[config.mk]
export PLATFORM = sky130hd
export DESIGN_NAME = rcp_port
export DESIGN_NICKNAME = d
export VERILOG_FILES = /design/src/verilog/rcp_pkg.sv /design/src/verilog/rcp_onewire.sv /design/src/verilog/rcp_port.sv
export VERILOG_INCLUDE_DIRS = /design/src /design/src/verilog
export SDC_FILE = /design/constraint.sdc
export NUM_CORES = 1
export LEC_CHECK = 0
export ABC_AREA = 1
export BUFFER_PORTS_ARGS = -buffer_cell sky130_fd_sc_hd__clkbuf_2
export CAP_MARGIN = 20
export CORE_MARGIN = 2
export CORE_UTILIZATION = 46
export CTS_CLUSTER_DIAMETER = 150
export DETAILED_ROUTE_END_ITERATION = 10
export PLACE_DENSITY = 0.74
export RECOVER_POWER = 25
export SLEW_MARGIN = 20
export SYNTH_ARGS = -nofsm -noshare
export SYNTH_HDL_FRONTEND = slang
export SYNTH_SLANG_ARGS = --single-unit
export TNS_END_PERCENT = 1
[constraint.sdc]
create_clock -name clk_i -period 2.5 [get_ports clk_i]
set_input_delay 0.5 -clock clk_i [delete_from_list [all_inputs] [get_ports clk_i]]
set_output_delay 0.5 -clock clk_i [all_outputs]
set_load 0.02 [all_outputs]
[src/verilog/rcp_defines.svh]
`ifndef RCP_DEFINES_SVH
`define RCP_DEFINES_SVH

// channel numbering, zero based (line 1 is index 0)
`define RCP_NCH 8
`define RCP_CH_START_REQ 0
`define RCP_CH_STOP 1
`define RCP_CH_READY 2
`define RCP_CH_POWER_ON 3
`define RCP_CH_SPARE 4
`define RCP_CH_SHUTDOWN 5
`define RCP_CH_START 6
`define RCP_CH_PREPARE 7

// single-line data channel timing
`define RCP_CLK_NS 40
`define RCP_OW_RESET_US 480
`define RCP_OW_RESET_CYC ((`RCP_OW_RESET_US * 1000) / `RCP_CLK_NS)
`define RCP_OW_SLOT_US 60
`define RCP_OW_SLOT_CYC ((`RCP_OW_SLOT_US * 1000) / `RCP_CLK_NS)
`define RCP_OW_LOW1_US 6
`define RCP_OW_LOW1_CYC ((`RCP_OW_LOW1_US * 1000 + `RCP_CLK_NS - 1) / `RCP_CLK_NS)
`define RCP_OW_SAMPLE_US 15
`define RCP_OW_SAMPLE_CYC ((`RCP_OW_SAMPLE_US * 1000) / `RCP_CLK_NS)
`define RCP_OW_PRES_US 70
`define RCP_OW_PRES_CYC ((`RCP_OW_PRES_US * 1000) / `RCP_CLK_NS)
`define RCP_OW_RECOV_US 2
`define RCP_OW_RECOV_CYC ((`RCP_OW_RECOV_US * 1000 + `RCP_CLK_NS - 1) / `RCP_CLK_NS)
`define RCP_CNT_W 14

// supply fault filter
`define RCP_FLT_FILT_CYC 4

`endif

[src/verilog/rcp_pkg.sv]
package rcp_pkg;
  typedef enum logic [2:0] {
    RCP_OW_IDLE = 3'b000,
    RCP_OW_RST_LOW = 3'b001,
    RCP_OW_RST_WAIT = 3'b010,
    RCP_OW_SLOT_LOW = 3'b011,
    RCP_OW_SLOT_REL = 3'b100,
    RCP_OW_RECOVER = 3'b101
  } rcp_ow_state_e;

  typedef enum logic [1:0] {
    RCP_OW_CMD_RESET = 2'b00,
    RCP_OW_CMD_WRITE = 2'b01,
    RCP_OW_CMD_READ = 2'b10
  } rcp_ow_cmd_e;
endpackage

[src/verilog/rcp_onewire.sv]
`timescale 1ns/100ps
`include "rcp_defines.svh"

// single-line data master towards the add-on identification memory
module rcp_onewire
  import rcp_pkg::*;
(
  input wire logic clk_i,
  input wire logic rst_n_i,
  input wire logic req_i,
  input wire logic [1:0] cmd_i,
  input wire logic wbit_i,
  output logic busy_o,
  output logic done_o,
  output logic rbit_o,
  input wire logic line_i,
  output logic line_oe_o
);
  rcp_ow_state_e state_q, state_d;
  logic [`RCP_CNT_W-1:0] cnt_q, cnt_d;
  logic wr_q, wr_d;
  logic rd_q, rd_d;
  logic rbit_q, rbit_d;
  logic done_q, done_d;

  // timing walk; line_i is already synchronised by the parent
  always_comb begin
    state_d = state_q;
    cnt_d = cnt_q + `RCP_CNT_W'(1);
    wr_d = wr_q;
    rd_d = rd_q;
    rbit_d = rbit_q;
    done_d = 1'b0;
    unique case (state_q)
      RCP_OW_IDLE: begin
        cnt_d = '0;
        if (req_i) begin
          wr_d = wbit_i;
          rd_d = (cmd_i == RCP_OW_CMD_READ);
          state_d = (cmd_i == RCP_OW_CMD_RESET) ? RCP_OW_RST_LOW : RCP_OW_SLOT_LOW;
          if (cmd_i == RCP_OW_CMD_READ) begin
            wr_d = 1'b1; // read slot is a write-one slot that samples
          end
        end
      end
      RCP_OW_RST_LOW: begin
        if (cnt_q == `RCP_CNT_W'(`RCP_OW_RESET_CYC - 1)) begin
          cnt_d = '0;
          state_d = RCP_OW_RST_WAIT;
        end
      end
      RCP_OW_RST_WAIT: begin
        // presence pulse from the add-on reads back as a zero
        if (cnt_q == `RCP_CNT_W'(`RCP_OW_PRES_CYC)) begin
          rbit_d = line_i;
        end
        if (cnt_q == `RCP_CNT_W'(`RCP_OW_RESET_CYC - 1)) begin
          cnt_d = '0;
          state_d = RCP_OW_RECOVER;
        end
      end
      RCP_OW_SLOT_LOW: begin
        if (wr_q && cnt_q == `RCP_CNT_W'(`RCP_OW_LOW1_CYC - 1)) begin
          state_d = RCP_OW_SLOT_REL;
        end else if (cnt_q == `RCP_CNT_W'(`RCP_OW_SLOT_CYC - 1)) begin
          state_d = RCP_OW_SLOT_REL;
        end
      end
      RCP_OW_SLOT_REL: begin
        if (rd_q && cnt_q == `RCP_CNT_W'(`RCP_OW_SAMPLE_CYC)) begin
          rbit_d = line_i;
        end
        if (cnt_q >= `RCP_CNT_W'(`RCP_OW_SLOT_CYC - 1)) begin
          cnt_d = '0;
          state_d = RCP_OW_RECOVER;
        end
      end
      RCP_OW_RECOVER: begin
        if (cnt_q == `RCP_CNT_W'(`RCP_OW_RECOV_CYC - 1)) begin
          state_d = RCP_OW_IDLE;
          done_d = 1'b1;
        end
      end
      default: begin
        state_d = RCP_OW_IDLE;
      end
    endcase
  end

  always_ff @(posedge clk_i or negedge rst_n_i) begin
    if (!rst_n_i) begin
      state_q <= RCP_OW_IDLE;
      cnt_q <= '0;
      wr_q <= 1'b1;
      rd_q <= 1'b0;
      rbit_q <= 1'b1;
      done_q <= 1'b0;
    end else begin
      state_q <= state_d;
      cnt_q <= cnt_d;
      wr_q <= wr_d;
      rd_q <= rd_d;
      rbit_q <= rbit_d;
      done_q <= done_d;
    end
  end

  // open-drain: only ever pull low
  assign line_oe_o = (state_q == RCP_OW_RST_LOW) || (state_q == RCP_OW_SLOT_LOW);
  assign busy_o = (state_q != RCP_OW_IDLE);
  assign done_o = done_q;
  assign rbit_o = rbit_q;
endmodule

[src/verilog/rcp_port.sv]
`timescale 1ns/100ps
`include "rcp_defines.svh"

// Functional notes
// - low level means asserted, high deasserted; code decodes ready and power-on as high-true
// - lines only pulled low, wired-OR
// - start-request low starts injection cycle
// - stop low drives back to ready
// - ready high means system accepts analysis
// - power-on low flags a missing module
// - shutdown low stops risk-reducing activity
// - start low begins run or timetable
// - prepare low triggers pre-analysis setup
// - order ready, start, optional stop
// - eight channels, each input or output
// - single-line access to add-on memory
// - low-voltage supply on from reset
// - low-voltage short switches supply off
// - high-voltage supply only by command
// - overcurrent reported as status event
// - high-voltage short caught in hardware
module rcp_port
  import rcp_pkg::*;
(
  input wire logic clk_i,
  input wire logic resetn_i,
  // remote coordination lines, open collector
  input wire logic [7:0] io_line_i,
  output logic [7:0] io_line_o,
  output logic [7:0] io_line_oe_o,
  // firmware-side channel control
  input wire logic [7:0] ch_out_en_i,
  input wire logic [7:0] ch_assert_i,
  output logic [7:0] ch_level_o,
  output logic [7:0] ch_fall_o,
  output logic [7:0] ch_rise_o,
  // decoded coordination events and states
  output logic start_req_o,
  output logic stop_o,
  output logic start_o,
  output logic prepare_o,
  output logic shutdown_o,
  output logic sys_ready_o,
  output logic all_powered_o,
  output logic run_active_o,
  output logic seq_error_o,
  // single-line data channel
  input wire logic ow_req_i,
  input wire logic [1:0] ow_cmd_i,
  input wire logic ow_wbit_i,
  output logic ow_busy_o,
  output logic ow_done_o,
  output logic ow_rbit_o,
  input wire logic ow_line_i,
  output logic ow_line_o,
  output logic ow_line_oe_o,
  // auxiliary supplies
  input wire logic aux5_restore_i,
  input wire logic aux5_short_i,
  input wire logic aux24_on_i,
  input wire logic aux24_off_i,
  input wire logic aux24_short_i,
  input wire logic aux24_overcur_i,
  output logic aux5_en_o,
  output logic aux24_en_o,
  output logic aux5_short_o,
  output logic aux24_short_o,
  output logic overcur_evt_o
);
  logic [1:0] rst_sync_q;
  logic rst_n;

  // reset release through two flops
  always_ff @(posedge clk_i or negedge resetn_i) begin
    if (!resetn_i) begin
      rst_sync_q <= 2'b00;
    end else begin
      rst_sync_q <= {rst_sync_q[0], 1'b1};
    end
  end
  assign rst_n = rst_sync_q[1];

  // three-stage synchronisers; only stages 2 and 3 are compared
  logic [7:0] s1_q, s2_q, s3_q, lvl_q, lvl_d;
  logic ow_s1_q, ow_s2_q, ow_s3_q, ow_lvl_q, ow_lvl_d;
  logic [2:0] flt_s1_q, flt_s2_q, flt_s3_q;
  logic [2:0] flt_lvl_q, flt_lvl_d;

  always_comb begin
    lvl_d = lvl_q;
    ow_lvl_d = ow_lvl_q;
    flt_lvl_d = flt_lvl_q;
    // a change counts once stages two and three agree
    for (int i = 0; i < `RCP_NCH; i++) begin
      if (s2_q[i] == s3_q[i]) begin
        lvl_d[i] = s3_q[i];
      end
    end
    if (ow_s2_q == ow_s3_q) begin
      ow_lvl_d = ow_s3_q;
    end
    for (int i = 0; i < 3; i++) begin
      if (flt_s2_q[i] == flt_s3_q[i]) begin
        flt_lvl_d[i] = flt_s3_q[i];
      end
    end
  end

  always_ff @(posedge clk_i or negedge rst_n) begin
    if (!rst_n) begin
      s1_q <= 8'hFF;
      s2_q <= 8'hFF;
      s3_q <= 8'hFF;
      lvl_q <= 8'hFF;
      ow_s1_q <= 1'b1;
      ow_s2_q <= 1'b1;
      ow_s3_q <= 1'b1;
      ow_lvl_q <= 1'b1;
      flt_s1_q <= 3'h0;
      flt_s2_q <= 3'h0;
      flt_s3_q <= 3'h0;
      flt_lvl_q <= 3'h0;
    end else begin
      s1_q <= io_line_i;
      s2_q <= s1_q;
      s3_q <= s2_q;
      lvl_q <= lvl_d;
      ow_s1_q <= ow_line_i;
      ow_s2_q <= ow_s1_q;
      ow_s3_q <= ow_s2_q;
      ow_lvl_q <= ow_lvl_d;
      flt_s1_q <= {aux24_overcur_i, aux24_short_i, aux5_short_i};
      flt_s2_q <= flt_s1_q;
      flt_s3_q <= flt_s2_q;
      flt_lvl_q <= flt_lvl_d;
    end
  end

  // per-channel drivers and edge detection
  logic [7:0] prev_q;
  genvar g;
  generate
    for (g = 0; g < `RCP_NCH; g++) begin : g_ch
      // open collector: output value fixed low, only the enable moves
      assign io_line_o[g] = 1'b0;
      assign io_line_oe_o[g] = ch_out_en_i[g] & ch_assert_i[g];
      // logical level: high when the wire is low
      assign ch_level_o[g] = ~lvl_q[g];
      assign ch_fall_o[g] = prev_q[g] & ~lvl_q[g];
      assign ch_rise_o[g] = ~prev_q[g] & lvl_q[g];
    end
  endgenerate

  always_ff @(posedge clk_i or negedge rst_n) begin
    if (!rst_n) begin
      prev_q <= 8'hFF;
    end else begin
      prev_q <= lvl_q;
    end
  end

  // decoded coordination signals; spare channel is generic only
  assign start_req_o = ch_fall_o[`RCP_CH_START_REQ];
  assign stop_o = ~lvl_q[`RCP_CH_STOP];
  assign sys_ready_o = lvl_q[`RCP_CH_READY];
  assign all_powered_o = lvl_q[`RCP_CH_POWER_ON];
  assign shutdown_o = ~lvl_q[`RCP_CH_SHUTDOWN];
  assign start_o = ch_fall_o[`RCP_CH_START];
  assign prepare_o = ch_fall_o[`RCP_CH_PREPARE];

  // run tracking; stop or shutdown or lost power ends the run
  logic run_q, run_d, seqerr_q, seqerr_d;
  always_comb begin
    run_d = run_q;
    seqerr_d = 1'b0;
    if (start_o) begin
      if (sys_ready_o && all_powered_o && !shutdown_o) begin
        run_d = 1'b1;
      end else begin
        seqerr_d = 1'b1; // start without ready and power, or during shutdown
      end
    end
    if (stop_o || shutdown_o || !all_powered_o) begin
      run_d = 1'b0;
    end
  end

  always_ff @(posedge clk_i or negedge rst_n) begin
    if (!rst_n) begin
      run_q <= 1'b0;
      seqerr_q <= 1'b0;
    end else begin
      run_q <= run_d;
      seqerr_q <= seqerr_d;
    end
  end
  assign run_active_o = run_q;
  assign seq_error_o = seqerr_q;

  // add-on memory channel
  rcp_onewire u_ow (
    .clk_i(clk_i),
    .rst_n_i(rst_n),
    .req_i(ow_req_i),
    .cmd_i(ow_cmd_i),
    .wbit_i(ow_wbit_i),
    .busy_o(ow_busy_o),
    .done_o(ow_done_o),
    .rbit_o(ow_rbit_o),
    .line_i(ow_lvl_q),
    .line_oe_o(ow_line_oe_o)
  );
  assign ow_line_o = 1'b0;

  // supplies; short inputs are filtered so glitches do not trip
  logic aux5_q, aux5_d, aux24_q, aux24_d;
  logic s5_q, s5_d, s24_q, s24_d, oc_prev_q, oc_evt_q, oc_evt_d;
  logic [2:0] f5_cnt_q, f5_cnt_d, f24_cnt_q, f24_cnt_d;

  always_comb begin
    aux5_d = aux5_q;
    aux24_d = aux24_q;
    s5_d = s5_q;
    s24_d = s24_q;
    f5_cnt_d = flt_lvl_q[0] ? f5_cnt_q : 3'h0;
    f24_cnt_d = flt_lvl_q[1] ? f24_cnt_q : 3'h0;
    if (flt_lvl_q[0] && f5_cnt_q != 3'(`RCP_FLT_FILT_CYC)) begin
      f5_cnt_d = f5_cnt_q + 3'h1;
    end
    if (flt_lvl_q[1] && f24_cnt_q != 3'(`RCP_FLT_FILT_CYC)) begin
      f24_cnt_d = f24_cnt_q + 3'h1;
    end
    // restore only after the short clears; set wins over restore
    if (aux5_restore_i && !flt_lvl_q[0]) begin
      aux5_d = 1'b1;
      s5_d = 1'b0;
    end
    if (f5_cnt_q == 3'(`RCP_FLT_FILT_CYC)) begin
      aux5_d = 1'b0;
      s5_d = 1'b1;
    end
    if (aux24_on_i) begin
      aux24_d = 1'b1;
      s24_d = 1'b0;
    end
    if (aux24_off_i) begin
      aux24_d = 1'b0;
    end
    if (f24_cnt_q == 3'(`RCP_FLT_FILT_CYC)) begin
      aux24_d = 1'b0;
      s24_d = 1'b1;
    end
    oc_evt_d = flt_lvl_q[2] & ~oc_prev_q & aux24_q;
  end

  always_ff @(posedge clk_i or negedge rst_n) begin
    if (!rst_n) begin
      aux5_q <= 1'b1;
      aux24_q <= 1'b0;
      s5_q <= 1'b0;
      s24_q <= 1'b0;
      f5_cnt_q <= 3'h0;
      f24_cnt_q <= 3'h0;
      oc_prev_q <= 1'b0;
      oc_evt_q <= 1'b0;
    end else begin
      aux5_q <= aux5_d;
      aux24_q <= aux24_d;
      s5_q <= s5_d;
      s24_q <= s24_d;
      f5_cnt_q <= f5_cnt_d;
      f24_cnt_q <= f24_cnt_d;
      oc_prev_q <= flt_lvl_q[2];
      oc_evt_q <= oc_evt_d;
    end
  end
  assign aux5_en_o = aux5_q;
  assign aux24_en_o = aux24_q;
  assign aux5_short_o = s5_q;
  assign aux24_short_o = s24_q;
  assign overcur_evt_o = oc_evt_q;
endmodule

# Word-level counts from Yosys, hierarchy flattened
# Cells that the tools add are included.
[word_totals] word_cells=186 register_bits=93 inputBits=37
[classes] n_eq_ne=38 bitwise=43 reduce_logical=26 magnitude_cmp=1 mux=36 add_sub_neg=3
[ops] cell="$pmux 14 s3" count=1
[ops] cell="$mux 3" count=11
[ops] cell="$eq 14x11->1 const B" count=2
[ops] cell="$mux 14" count=2
[ops] cell="$and 1x1->1" count=26
[ops] cell="$mux 1" count=19
[ops] cell="$pmux 3 s6" count=1
[ops] cell="$not 1->1" count=17
[ops] cell="$ne 2x1->1 const B" count=8
[ops] cell="$add 14x1->14 const B" count=1
[ops] cell="$eq 14x14->1 const B" count=1
[ops] cell="$eq 14x6->1 const B" count=1
[ops] cell="$eq 14x8->1 const B" count=1
[ops] cell="$eq 14x9->1 const B" count=1
[ops] cell="$ge 14x11->1 const B" count=1
[ops] cell="$eq 1x1->1" count=12
[ops] cell="$eq 3x3->1 const B" count=4
[ops] cell="$reduce_bool 2->1" count=5
[ops] cell="$logic_and 1x1->1" count=7
[ops] cell="$add 3x1->3 const B" count=2
[ops] cell="$eq 3x2->1 const B" count=2
[ops] cell="$ne 3x3->1 const B" count=2
[ops] cell="$reduce_and 6->1" count=1
[ops] cell="$reduce_bool 3->1" count=2
[ops] cell="13 further kinds" count=17

# Longest topological paths before layout
[logic_depth] depth_word=5 mapped_depth=10 ltp_nobuf=10

# Modules after synthesis
# A second synthesis with hierarchy kept.
[unflattened] hier_cells=410 area_unflattened_um2=3996.3
[by_module_without_submodules] module="rcp_port" n_inst=1 cells_per_inst=196 area_per_inst_um2=2521.2 seq_area_each_um2=1858.0
[by_module_without_submodules] module="rcp_onewire" n_inst=1 cells_per_inst=214 area_per_inst_um2=1475.2 seq_area_each_um2=528.0

# Worst setup path after synthesis
# OpenSTA, ideal clock, no wires.
[synth_path] path_kind="flip-flop to output port" from="reg prev_q[6]" to="out ch_fall_o[6]" n_path_buf=1 required_time_ps=2000 arrival_time_ps=1136 path_stages_with_launch=4 slack_ps=864 cell_sequence="dfstp_2 -> inv_1 -> nor2_1 -> buf_4"
[synth_between] elab_chain_len=1
[synth_rtl] element="from (decl)" line="rcp_port.sv:140" text="logic [7:0] prev_q;"
[synth_rtl] element="from (signal assigned)" line="rcp_port.sv:158" text="prev_q <= lvl_q;"
[synth_rtl] element="$and 1x1->1" line="rcp_port.sv:149" text="assign ch_fall_o[g] = prev_q[g] & ~lvl_q[g];"
[synth_rtl] element="to (decl)" line="rcp_port.sv:35" text="output logic [7:0] ch_fall_o,"
# No other way between the ends.

# Worst setup path after layout
[layout_path] from="reg u_ow.state_q[2]" to="out ow_line_oe_o"
[layout_between] elab_chain_len=2
[layout_rtl] element="from (decl)" line="rcp_onewire.sv:19" text="rcp_ow_state_e state_q, state_d;"
[layout_rtl] element="from (signal assigned)" line="rcp_onewire.sv:99" text="state_q <= state_d;"
[layout_rtl] element="$eq 3x1->1 or $eq 3x2->1 (tied branches)" line="rcp_onewire.sv:109" text="assign line_oe_o = (state_q == RCP_OW_RST_LOW) || (state_q == RCP_OW_SLOT_LOW);"
[layout_rtl] element="$logic_or 1x1->1 *" line="rcp_onewire.sv:109"
[layout_rtl] element="to (decl)" line="rcp_port.sv:56" text="output logic ow_line_oe_o,"
# Every way passes the cells marked *; elsewhere a longest branch is shown, timed or not.

==> run metrics <==
gpl congestion=0.9575; Clock Latency Late Sink=0.35 ns; Max clock buf depth=2; Max-slew headroom=-13.97%; Root Driver=clkbuf_8; Rows=33; combinational share of power=12.5%; Fmax=525.8 MHz; Slowest Stage Delay on Critical Path=0.47 ns; Net Switching=878.1 uW; pwr dens=689.7 nW/um2; wire per inst=10.92 um; Final Instance Count excl. Fillers=593; Max VDD drop=0.0003410 V; register area=2386 um2; CTS Sinks=93; final worst-path cycle share=76.08%; flip-flop cell with the highest count after synthesis=dfstp_2; final net count=527; Post-synth ARST share=100.0%; drt first pass iters=4; commonest cells after routing, fill and taps aside=85 x clkbuf_2, 72 x nand2_1, 60 x inv_1, 54 x nor2_1, 46 x dfrtp_1; Cells after Synth=391; H-tree depth=3; Final Hold Viols=0; Synth Area per Inst=9.885 um2; CP bufs+invs=2; TritonCTS clock tree=done; largest net degree at the start of global routing=49; max-cap violation count=1; CTS buffer count=9; Synth Register Bits=93; drt total wl=6473 um; part of the power in registers=55.0%; Slew Limit Fails=44; via count=2,742; Crit Path Max Fanout=7; sw frac=27.85%; failing checks=max-capacitance violations, max-slew violations; Crit Path Category=reg -> out; commonest non-fill, non-tap cell in the layout=clkbuf_2; initial DRC count=97; Distinct cells, synth=31; Startpoint Class=flip-flop; slowest cell on the critical path=dfrtp_1; Clk pwr share=32.6%; crit path cell chain=inv_1 > nand3_1 > o21ai_0 > clkbuf_2; die area=9151 um2; # DRC=0; GRT Util Overall=15.11%; vias per cell=4.624; Detailed Place HPWL=4786 um; ANT nets after route=0; Layout fillers=718; RSZ-0062 raised after global routing=false; # diodes=0; Layout area overhead=18.29%; CP delay by family, top=flip-flops; total grt overflow=0; vias in the first global route=2,475; io pins=96; Final setup viols=0; Pint=2.275 mW; initial antenna violation count=0; synthesized area=3865 um2; leak pwr=2.334 nW; initial core utilization=47.28%; sum of negative setup slack=0 ns; Port Buf Inserts=86; critical path required time=2.00 ns; fin crit period=1.902 ns; setup repair bufs after CTS=0; chip height=95.66 um; Core ar.=8175 um2; Post-CTS Resized=0; area of the multi-input gates=1160 um2; Power Total=3.153 mW; CP arrival=1.40 ns; Synth warnings=0; worst hold path class=in -> reg; Worst-path clk slew=0.10 ns; Util after Layout=55.92%; worst slew pin tran=1.710 ns; EDFF count, synth=0; share of cells above drive strength 1=30.94%; crit path capture type=output port; post-placement cell count=576; status=complete, but fails checks; Seq/Total Area, Yosys=61.74%; die extent in x=95.66 um; Worst Skew=0.01105 ns; first-pass GRT wire length=10,610 um; cts hold-fix bufs=1
per-layer routing:
metal  vias up  track usage (%)  part of all wire, %
li1       1375                -                    -
met1      1294            17.55                   43
met2        65            26.63                   51
met3         8            4.032                  4.6
met4         0            5.714                  1.7
met5         -                0                    0
sequential cells by signal, indices dropped and copies added, names as in the netlist, 8 cells and up:
| signal | flops |
|---|---|
| s3_q | 8 |
| s2_q | 8 |
| s1_q | 8 |
| lvl_q | 8 |
| u_ow.cnt_q | 14 |
| prev_q | 8 |
synthesized netlist by cell type, drive strengths merged, types with 2 or more instances:
library cell | count | area, um2
a21oi | 4 | 20.02
and3 | 2 | 15.01
buf | 15 | 116.4
conb | 2 | 7.510
dfrtp | 46 | 1151
dfstp | 47 | 1235
ha | 7 | 87.58
inv | 62 | 232.7
maj3 | 12 | 120.1
nand2 | 75 | 289.0
nand3 | 18 | 95.09
nand4 | 5 | 31.28
nor2 | 59 | 234.0
nor3 | 5 | 25.02
nor4 | 2 | 12.51
o21ai | 17 | 88.84
xnor2 | 3 | 26.28
xor2 | 3 | 26.28
per-stage QoR:
| step | area, um2 | worst slack [ns] | hold slack, ns |
|---|---|---|---|
| floorplan | 3896 | 0.8638 | 0.2044 |
| global placement | 4364 | 0.9353 | 0.2853 |
| detailed placement | 4364 | 0.8671 | 0.2969 |
| CTS | 4577 | 0.5886 | 0.2052 |
| global route | 4572 | 0.3503 | 0.1948 |
| finish | 4572 | 0.5980 | 0.2245 |
cell type report:
type,count,area share [%]
flip-flops and latches,93,52.19
multi-input cells,229,25.37
repair buffers,88,10.04
inverters,62,5.090
well taps,105,2.874
clock buffers,9,2.709
clock inverters,7,1.724
cells by family after synthesis:
kind of cell	Yosys count	share of synthesized area [%]
flops	93	61.73
simple gates	169	18.71
fa+ha+maj	19	5.374
buf+inv	77	9.032
xor+xnor	6	1.360
compound gates	25	3.594
other cells	2	0.1943
power by group through the flow:
stage,Clock [mW],Combinational (mW),Sequential (mW)
after CTS,1.07,0.400,1.74
final,1.03,0.393,1.73
after detailed placement,0,0.398,1.77
after floorplan,0,0.250,1.79
after global routing,1.13,0.446,1.76
after global placement,0,0.380,1.76
final timing paths:
check                                 from       endpoint  slack [ns]  depth (start not counted)
max reg2reg                  rst_sync_q[1]        s1_q[5]        0.73                          1
max in group asynchronous    rst_sync_q[1]        s1_q[5]        0.73                          1
min reg2reg                        s1_q[5]        s2_q[5]        0.35                          0
min                           io_line_i[3]        s1_q[3]        0.22                          1
max                        u_ow.state_q[2]   ow_line_oe_o        0.60                          4
min in group asynchronous         resetn_i  rst_sync_q[1]        0.47                          2
(Power assumes the default switching activity.)
